<file path="src/inc/rtc_cfg.svh">
// Purpose: Offsets, field positions, reset values and counts of the RTC slice
// Assumes: 32-bit AHB-Lite words, one register per aligned word
// Notes:   Byte address of a register is four times its index
`ifndef RTC_CFG_SVH
`define RTC_CFG_SVH

// Register indices; byte address = index * 4
`define RTC_IDX_SUBC      28'hFFFFAD0
`define RTC_IDX_SEC       28'hFFFFAD1
`define RTC_IDX_MIN       28'hFFFFAD3
`define RTC_IDX_PWR       28'hFFFFADD
`define RTC_IDX_CC2       28'hFFFFADF
`define RTC_IDX_CC3       28'hFFFFAE0
`define RTC_BYTE_ADDR(i)  {2'h0, (i), 2'h0}

// Field positions
`define RTC_PWR_BIT       7
`define RTC_ALM_EN_BIT    7
`define RTC_WST_BIT       1
`define RTC_WCTL_BIT      0

// Reset values
`define RTC_RST_BYTE      8'h00
`define RTC_RST_SUBC      16'h0000

// Counting constants
`define RTC_SUBC_TOP      16'h7FFF
`define RTC_BCD_MAX       8'h59
`define RTC_BCD_NINE      4'h9
`define RTC_INT_BASE      4'h6
`define RTC_INT_SEL_MAX   3'h6
`define RTC_DIV_SLOW_BIT  5
`define RTC_DIV_FAST_BIT  0
`define RTC_SUBCLK_HZ     32768
`define RTC_WR_DELAY_TCK  2
`define RTC_HTRANS_NSEQ   2'h2
`define RTC_HSIZE_WORD    3'h2

`endif

</file>
<file path="src/inc/rtc_pkg.sv">
// Purpose: Types shared by the RTC slice
// Assumes: rtc_cfg.svh on the include path
// Notes:   Field packing of the interval control register
package rtc_pkg;
  `include "rtc_cfg.svh"

  // Interval and divider control layout
  typedef struct packed {
    logic       int_en;
    logic       div_oe;
    logic       div_fsel;
    logic [1:0] rsv;
    logic [2:0] int_sel;
  } interval_ctrl_type;

  // Freeze handshake, Gray along run -> frozen -> drain
  typedef enum logic [1:0] {
    WAIT_RUN    = 2'b00,
    WAIT_FROZEN = 2'b01,
    WAIT_DRAIN  = 2'b11
  } wait_state_type;

  // Buffered counter write
  typedef struct packed {
    logic       pend;
    logic [7:0] data;
  } bcd_buf_type;
endpackage

</file>
<file path="src/rtl/rtc_wait_interval_seconds.sv">
// Purpose: RTC slice: freeze handshake, interval irq, divider pin, sub/sec/min
// Assumes: subclk_i is the 32.768 kHz pin, asynchronous to mclk_i
// Notes:   All subclock timing counts ticks of the synchronised subclock edge
// Functional notes
// - Alarm enable gates alarm match into interrupt
// - Wait bit freezes seconds and minutes counting
// - Wait status shows freeze actually in effect
// - Carry during freeze applied after release
// - Seconds write drops remembered carry
// - Status holds until buffered write completes
// - Interval interrupt only while enabled
// - Select picks 2^6..2^12 subclock period
// - Divider pin gated, 512 Hz or 16.384 kHz
// - Divider starts/stops within two subclocks
// - Backup mode kills interval and divider
// - Backup mode kills alarm interrupt
// - Read-only sub-second counter 0000H..7FFFH
// - Seconds write clears sub-second counter
// - Correction lets sub-second pass 7FFFH
// - BCD seconds 0..59, count on overflow
// - Counter writes buffered, land within two
// - Illegal seconds recover after one period
// - BCD minutes 0..59, count on seconds wrap
// - Power enable bit gates all counting
//
// The AHB-Lite slave port was left to the implementer.
`timescale 1ns/1ps
`default_nettype none
`include "rtc_cfg.svh"

module rtc_wait_interval_seconds
  import rtc_pkg::*;
(
  input  wire logic        mclk_i,
  input  wire logic        srst_i,
  input  wire logic        hsel_i,
  input  wire logic [31:0] haddr_i,
  input  wire logic [1:0]  htrans_i,
  input  wire logic        hwrite_i,
  input  wire logic [2:0]  hsize_i,
  input  wire logic [31:0] hwdata_i,
  input  wire logic        hready_i,
  output logic [31:0]      hrdata_o,
  output logic             hreadyout_o,
  output logic             hresp_o,
  input  wire logic        subclk_i,
  input  wire logic        alarm_match_i,
  input  wire logic        backup_mode_i,
  input  wire logic        ecorr_active_i,
  input  wire logic [15:0] ecorr_top_i,
  output logic             alarm_interrupt_o,
  output logic             interval_interrupt_o,
  output logic             divider_output_pin_o,
  output logic             minute_carry_o,
  output logic             counter_enable_o
);

  logic [2:0]        subclk_sync_q;
  logic              tick;
  logic              wr_pend_q;
  logic [31:0]       wr_addr_q;
  logic              addr_ok;
  logic              wr_sec;
  logic              wr_min;
  logic              wr_cc2;
  logic              wr_cc3;
  logic              wr_pwr;
  logic              power_q;
  logic              alarm_en_q;
  logic              wait_ctl_q;
  interval_ctrl_type ictl_q;
  wait_state_type    wait_q;
  logic              frozen;
  logic              thaw;
  logic              counting;
  bcd_buf_type       sec_buf_q;
  bcd_buf_type       min_buf_q;
  logic [15:0]       subc_q;
  logic [15:0]       subc_d;
  logic [15:0]       subc_top;
  logic              subc_ovf;
  logic              carry_pend_q;
  logic              sec_step;
  logic [7:0]        sec_q;
  logic [7:0]        min_q;
  logic              sec_wrap;
  logic [3:0]        int_shift;
  logic [15:0]       int_mask;
  logic [31:0]       rdata;

  // Subclock pin: two flops, then a third for the edge
  // Nothing but the second stage reads the first; the third only holds history
  always_ff @(posedge mclk_i) begin
    if (srst_i) begin
      subclk_sync_q <= 3'h0;
    end else begin
      subclk_sync_q <= {subclk_sync_q[1:0], subclk_i};
    end
  end
  assign tick = subclk_sync_q[1] & ~subclk_sync_q[2];

  // Bus address phase; only whole-word NONSEQ accesses count
  // Narrow or sequential beats are dropped, never stalled
  assign addr_ok = hsel_i & hready_i & (htrans_i == `RTC_HTRANS_NSEQ)
                   & (hsize_i == `RTC_HSIZE_WORD);

  always_ff @(posedge mclk_i) begin
    if (srst_i) begin
      wr_pend_q <= 1'b0;
      wr_addr_q <= 32'h0000_0000;
    end else begin
      wr_pend_q <= addr_ok & hwrite_i;
      wr_addr_q <= haddr_i;
    end
  end

  // Data phase write strobes
  assign wr_sec = wr_pend_q & (wr_addr_q == `RTC_BYTE_ADDR(`RTC_IDX_SEC));
  assign wr_min = wr_pend_q & (wr_addr_q == `RTC_BYTE_ADDR(`RTC_IDX_MIN));
  assign wr_cc2 = wr_pend_q & (wr_addr_q == `RTC_BYTE_ADDR(`RTC_IDX_CC2));
  assign wr_cc3 = wr_pend_q & (wr_addr_q == `RTC_BYTE_ADDR(`RTC_IDX_CC3));
  assign wr_pwr = wr_pend_q & (wr_addr_q == `RTC_BYTE_ADDR(`RTC_IDX_PWR));

  // Read mux; unmapped words read zero
  always_comb begin
    rdata = 32'h0000_0000;
    case (haddr_i)
      `RTC_BYTE_ADDR(`RTC_IDX_SUBC): rdata[15:0] = subc_q;
      `RTC_BYTE_ADDR(`RTC_IDX_SEC):  rdata[7:0]  = sec_q;
      `RTC_BYTE_ADDR(`RTC_IDX_MIN):  rdata[7:0]  = min_q;
      `RTC_BYTE_ADDR(`RTC_IDX_PWR):  rdata[`RTC_PWR_BIT] = power_q;
      `RTC_BYTE_ADDR(`RTC_IDX_CC2): begin
        rdata[`RTC_ALM_EN_BIT] = alarm_en_q;
        rdata[`RTC_WST_BIT]    = frozen;
        rdata[`RTC_WCTL_BIT]   = wait_ctl_q;
      end
      `RTC_BYTE_ADDR(`RTC_IDX_CC3): rdata[7:0] = {ictl_q.int_en, ictl_q.div_oe,
                                                  ictl_q.div_fsel, 2'h0,
                                                  ictl_q.int_sel};
      default: rdata = 32'h0000_0000;
    endcase
  end

  // Read data captured at the address phase, valid in the data phase
  // Zero wait states: a read adjacent to a write of the same word sees old data
  always_ff @(posedge mclk_i) begin
    if (srst_i) begin
      hrdata_o    <= 32'h0000_0000;
      hreadyout_o <= 1'b0;
      hresp_o     <= 1'b0;
    end else begin
      hrdata_o    <= (addr_ok & ~hwrite_i) ? rdata : 32'h0000_0000;
      hreadyout_o <= 1'b1;                     // Zero wait states, always OKAY
      hresp_o     <= 1'b0;
    end
  end

  // Control registers, all clear at reset
  // Only the defined control bits are kept; the rest of the word is ignored
  always_ff @(posedge mclk_i) begin
    if (srst_i) begin
      power_q    <= 1'b0;
      alarm_en_q <= 1'b0;
      wait_ctl_q <= 1'b0;
      ictl_q     <= interval_ctrl_type'(`RTC_RST_BYTE);
    end else begin
      if (wr_pwr) begin
        power_q <= hwdata_i[`RTC_PWR_BIT];
      end
      if (wr_cc2) begin
        alarm_en_q <= hwdata_i[`RTC_ALM_EN_BIT];
        wait_ctl_q <= hwdata_i[`RTC_WCTL_BIT];
      end
      if (wr_cc3) begin
        ictl_q     <= interval_ctrl_type'(hwdata_i[7:0]);
        ictl_q.rsv <= 2'h0;                    // Reserved bits stay zero
      end
    end
  end

  // Freeze handshake, stepping on subclock edges only
  // The freeze takes hold only at a subclock edge, hence the status poll
  always_ff @(posedge mclk_i) begin
    if (srst_i) begin
      wait_q <= WAIT_RUN;
    end else if (tick) begin
      case (wait_q)
        WAIT_RUN: begin
          if (wait_ctl_q) begin
            wait_q <= WAIT_FROZEN;
          end
        end
        WAIT_FROZEN: begin
          if (!wait_ctl_q) begin
            wait_q <= WAIT_DRAIN;
          end
        end
        WAIT_DRAIN: begin
          // Status holds while a buffered write is still in flight
          if (wait_ctl_q) begin
            wait_q <= WAIT_FROZEN;
          end else if (!sec_buf_q.pend && !min_buf_q.pend) begin
            wait_q <= WAIT_RUN;
          end
        end
        default: wait_q <= WAIT_RUN;
      endcase
    end
  end
  assign frozen = (wait_q != WAIT_RUN);

  // Counting resumes on the edge that ends the drain, so a held carry
  // lands no later than the second subclock edge after the release
  assign thaw     = (wait_q == WAIT_DRAIN) & ~wait_ctl_q & ~sec_buf_q.pend
                    & ~min_buf_q.pend;
  assign counting = ~frozen | thaw;

  // Write buffers; transferred on the next subclock edge
  // A bus write beats the clearing tick, so it waits for the next one
  always_ff @(posedge mclk_i) begin
    if (srst_i) begin
      sec_buf_q <= '0;
      min_buf_q <= '0;
    end else begin
      if (wr_sec) begin
        sec_buf_q <= '{pend: 1'b1, data: hwdata_i[7:0]};
      end else if (tick) begin
        sec_buf_q.pend <= 1'b0;
      end
      if (wr_min) begin
        min_buf_q <= '{pend: 1'b1, data: hwdata_i[7:0]};
      end else if (tick) begin
        min_buf_q.pend <= 1'b0;
      end
    end
  end

  // Sub-second counter; correction may lift its top above 7FFFH
  // Limitation: a read while counting may catch a value in motion
  assign subc_top = ecorr_active_i ? ecorr_top_i : `RTC_SUBC_TOP;
  assign subc_ovf = tick & power_q & (subc_q >= subc_top);
  assign subc_d   = subc_ovf ? `RTC_RST_SUBC : subc_q + 16'h0001;

  always_ff @(posedge mclk_i) begin
    if (srst_i) begin
      subc_q <= `RTC_RST_SUBC;
    end else if (tick && sec_buf_q.pend) begin
      subc_q <= `RTC_RST_SUBC;
    end else if (tick && power_q) begin
      subc_q <= subc_d;
    end
  end

  // Carry taken while frozen is remembered; a seconds write drops it
  always_ff @(posedge mclk_i) begin
    if (srst_i) begin
      carry_pend_q <= 1'b0;
    end else if (wr_sec) begin
      carry_pend_q <= 1'b0;
    end else if (subc_ovf && !counting) begin
      carry_pend_q <= 1'b1;
    end else if (tick && counting) begin
      carry_pend_q <= 1'b0;
    end
  end

  // A pending carry lands on the edge that ends the drain
  assign sec_step = tick & power_q & counting & (subc_ovf | carry_pend_q);
  // At or above 59 wraps, so an illegal load recovers in one period
  assign sec_wrap = sec_step & (sec_q >= `RTC_BCD_MAX);

  // Seconds register; a buffered load beats counting on the same edge
  always_ff @(posedge mclk_i) begin
    if (srst_i) begin
      sec_q <= `RTC_RST_BYTE;
    end else if (tick && sec_buf_q.pend) begin
      sec_q <= sec_buf_q.data;
    end else if (sec_wrap) begin
      sec_q <= `RTC_RST_BYTE;
    end else if (sec_step) begin
      if (sec_q[3:0] >= `RTC_BCD_NINE) begin
        sec_q <= {sec_q[7:4] + 4'h1, 4'h0};
      end else begin
        sec_q <= {sec_q[7:4], sec_q[3:0] + 4'h1};
      end
    end
  end

  // Minutes advance on the seconds wrap; carry out to the hour counter
  // A buffered load beats the seconds wrap on the same edge
  always_ff @(posedge mclk_i) begin
    if (srst_i) begin
      min_q          <= `RTC_RST_BYTE;
      minute_carry_o <= 1'b0;
    end else begin
      minute_carry_o <= sec_wrap & ~(tick & min_buf_q.pend)
                        & (min_q >= `RTC_BCD_MAX);
      if (tick && min_buf_q.pend) begin
        min_q <= min_buf_q.data;
      end else if (sec_wrap) begin
        if (min_q >= `RTC_BCD_MAX) begin
          min_q <= `RTC_RST_BYTE;
        end else if (min_q[3:0] >= `RTC_BCD_NINE) begin
          min_q <= {min_q[7:4] + 4'h1, 4'h0};
        end else begin
          min_q <= {min_q[7:4], min_q[3:0] + 4'h1};
        end
      end
    end
  end

  // Interval period: codes 6 and 7 both give 2^12
  // Mask picks the low bits of the next sub-second value
  assign int_shift = `RTC_INT_BASE + {1'b0, (ictl_q.int_sel > `RTC_INT_SEL_MAX)
                                             ? `RTC_INT_SEL_MAX : ictl_q.int_sel};
  assign int_mask  = 16'((17'h1_0000 >> (5'd16 - {1'b0, int_shift})) - 17'h1);

  // Interval is one mclk pulse, alarm as wide as the match, both dead in backup; counter enable follows power
  // Gating sits before the flop, so no pulse starts once backup is seen
  always_ff @(posedge mclk_i) begin
    if (srst_i) begin
      alarm_interrupt_o    <= 1'b0;
      interval_interrupt_o <= 1'b0;
      counter_enable_o     <= 1'b0;
    end else begin
      alarm_interrupt_o    <= alarm_match_i & alarm_en_q & ~backup_mode_i;
      interval_interrupt_o <= tick & power_q & ictl_q.int_en & ~backup_mode_i
                              & ((subc_d & int_mask) == 16'h0000);
      counter_enable_o     <= power_q;
    end
  end

  // Divider pin follows a sub-second bit; low when off or in backup
  // The fast rate toggles on every tick, half the subclock rate
  always_ff @(posedge mclk_i) begin
    if (srst_i) begin
      divider_output_pin_o <= 1'b0;
    end else if (!ictl_q.div_oe || backup_mode_i) begin
      divider_output_pin_o <= 1'b0;
    end else begin
      divider_output_pin_o <= ictl_q.div_fsel ? subc_q[`RTC_DIV_FAST_BIT]
                                              : subc_q[`RTC_DIV_SLOW_BIT];
    end
  end

endmodule

`default_nettype wire

</file>
<file path="config.mk">
export PLATFORM = sky130hd
export DESIGN_NAME = rtc_wait_interval_seconds
export DESIGN_NICKNAME = d
export VERILOG_FILES = /design/src/inc/rtc_pkg.sv /design/src/rtl/rtc_wait_interval_seconds.sv
export VERILOG_INCLUDE_DIRS = /design/src /design/src/inc
export SDC_FILE = /design/constraint.sdc
export NUM_CORES = 1
export LEC_CHECK = 0
export BUFFER_PORTS_ARGS = -buffer_cell sky130_fd_sc_hd__buf_2
export CAP_MARGIN = 10
export CORE_MARGIN = 3
export CORE_UTILIZATION = 45
export CTS_BUF_LIST = sky130_fd_sc_hd__clkbuf_16
export DETAILED_ROUTE_END_ITERATION = 10
export MAX_ROUTING_LAYER = met4
export PLACE_DENSITY = 0.79
export SYNTH_ARGS = -nofsm -noshare
export SYNTH_HDL_FRONTEND = slang
export SYNTH_SLANG_ARGS = --single-unit
</file>
<file path="constraint.sdc">
create_clock -name mclk_i -period 4.6 [get_ports mclk_i]
set_input_delay 0.23 -clock mclk_i [delete_from_list [all_inputs] [get_ports mclk_i]]
set_output_delay 0.23 -clock mclk_i [all_outputs]
set_load 0.03 [all_outputs]
</file>
==> impl_metrics.yaml <==
placed_design:
  place_ws_ns: 1.42
  port_buffers: 91
  dp.cells: 884
  place_hpwl_um: 10000
  finalWeightedCongestion: 0.909
floorplanning:
  die_w_um: 120
  rows: 40
  die_y_um: 120
  initial_core_util_pct: 47.3
  ios: 133
  dieArea_sq_um: 14300
  core_area_sq_um: 12300
global_route:
  grt_use_total_pct: 20.1
  busiest_layer: "met2"
  grt_max_degree: 74
  globalRouteMet1Util_pct: 25.3
  grt_pass1_vias: 4591
  grt-ovfl-total: 0
  grt_util_met3_pct: 5.28
  grt_use_met2_pct: 32.0
  antenna_found_initial: 0
  grt_pass1_wl_um: 22300
clock_network:
  cts-root-buf: "clkbuf_16"
  clk_path_buf_depth: 2
  cts.sinks: 120
  cts_tree: "done"
  cts_buffers: 17
  clock_latency_ns: 0.42
  cts_setup_buffers: 0
  holdBufCountCts: 0
  h-tree-depth: 4
  path_clk_slew_ns: 0.06
  cts_resized: 0
routing:
  drt_first_pass_iters: 7
  drtIter0Drc: 522
  routed_via_density: 5.30
  wire_per_inst_um: 15.1
  postRouteAntennaNets: 0
  drc: 0
  routed_wl_um: 13900
  vias: 4852
worst_setup_path:
  crit_arrival_ns: 3.61
  start_kind: "flip-flop"
  reg2reg_depth: 9
  crit_slowest_cell: "and3_1"
  crit_fanout: 12
  critPathMaxStageDelay_ns: 0.56
  crit_buf_inv: 1
  crit_type: "flip-flop to flip-flop"
  crit_family: "simple AND/OR/NAND/NOR gates"
  crit_required_ns: 4.94
  cp_cell_sequence: "inv_1 -> ha_1 -> nand2b_1 -> a2111o_1 -> a32oi_2 -> and3_1 -> nand2_2 -> or4_1 -> a21oi_1"
  path_depth: 9
  critPathCaptureType: "flip-flop"
synth:
  synth_seq_cells: 120
  synth_area_sq_um: 5820
  ys.flop_type: "dfxtp_1"
  async_flop_share_pct: 0
  avgSynthCellArea_sq_um: 8.91
  ys_seq_area_share_pct: 41.2
  synth-edff-count: 0
  synth_cells: 654
  synth_cell_type_count: 67
  yosysWarnings: 0
sta:
  hold_viol_final: 0
  fmax_ghz: 0.306
  max_slew.worst_pin.slew_ns: 0.713
  max_slew_margin_pct: 52.5
  setup_tns_ns: 0
  finalCriticalPeriod_ns: 3.27
  finalClockSkew_ns: 0.0100
  finalSetupViolCount: 0
  min_period_over_period_pct: 71.0
  drv_slew: 0
  finalWorstSetupSlack_ns: 1.33
  rsz0062_at_grt: "false"
run:
  drv_cap: 0
power_and_ir_drop:
  power.leakage_nw: 2.82
  vdd_drop_max_v: 0.000251
  powerDensity_nw_per_um2: 357
  totalPowerFinal_mw: 2.46
finish:
  regArea_sq_um: 2400
  area_delta_synth_final_pct: 18.4
  antenna_cells: 0
  multi_input_area_sq_um: 3170
  layout_common_cells: "dfxtp_1, buf_2, nor2_1"
  final_common_cell: "dfxtp_1"
  drive_gt1_share_pct: 19.7
  num-fill-cells: 1138
  layout.nets: 856
  fin_cells: 916
hold_path:
  hold_class: "input port to flip-flop"
  min_path_cells: 2
status:
  status: "finished clean"
## report_power, final
part           switching [mW]  internal, mW  leakage, nW
clock network           0.483         0.796        0.273
registers             0.00801          1.06        0.976
logic                  0.0718        0.0450         1.57
## final cells by class
cell class	instances	area share, %
Tap cell	168	3.05
Timing Repair Buffer	94	6.93
Sequential cell	120	34.8
Multi-Input combinational cell	488	46.0
Clock inverter	15	2.21
Clock buffer	17	6.17
Inverter	14	0.762
## kinds of logic after synthesis
group / count (synthesis) / synth area share (%)
xor gates and xnor gates: 14 / 2.11
DFF: 120 / 41.2
adders and majority gates: 27 / 5.80
muxes: 34 / 5.97
other: 1 / 0.0644
and+or+nand+nor: 291 / 26.9
AOI/OAI and AO/OA: 105 / 12.5
buffers and inverters: 62 / 5.41
## synth_stat cells, types with 4 or more instances
library cell	count	area (sq um)
a211oi_1	5	37.5
a21o_1	7	52.6
a21oi_1	29	145
a222oi_1	5	50.1
a22oi_1	8	60.1
a31oi_1	4	25.0
and2_1	12	75.1
and3_1	10	62.6
buf_2	6	30.0
buf_4	18	135
clkbuf_1	22	82.6
dfxtp_1	120	2400
ha_1	27	338
inv_1	14	52.6
mux2_2	6	67.6
mux2i_1	28	280
nand2_1	45	169
nand2b_1	9	56.3
nand3_1	17	85.1
nand4_1	13	81.3
nor2_1	76	285
nor2b_1	55	344
nor3_1	14	70.1
nor4_1	6	37.5
o21ai_0	20	100
or3_1	6	37.5
or4_1	6	45.0
xnor2_1	6	52.6
xor2_1	8	70.1
## metrics by stage
stage	hold WS, ns	util (%)	cell area (sq um)
2_1_floorplan	0.328	-	5880
4_1_cts	0.0201	56.0	6890
5_1_grt	0.0225	56.0	6890
3_5_place_dp	0.425	51.3	6320
6_report	0.0276	56.0	6890
3_3_place_gp	0.423	51.3	6320
## flip-flops by register name, indices dropped and copies added (netlist names), 2 cells and up
signal,flops
ictl_q,6
min_buf_q,9
wr_addr_q,32
hrdata_o,16
sec_q,8
wait_q,2
sec_buf_q,9
subclk_sync_q,3
min_q,8
subc_q,16
## path summary, 6_finish.rpt
check / end / slack (ns) / start
min: subclk_sync_q[0] / 0.03 / subclk_i
max: subc_q[5] / 1.33 / subc_q[0]
min reg2reg: subclk_sync_q[1] / 0.44 / subclk_sync_q[0]
max reg2reg: subc_q[5] / 1.33 / subc_q[0]
## routing by layer
metal  up-vias  share of wire (%)
li1       2431                  -
met1      2223                 44
met2       184                 47
met3        14                7.4
met4         0                1.4
met5         -                  0
No activity file was read; power rests on OpenSTA's default activity.
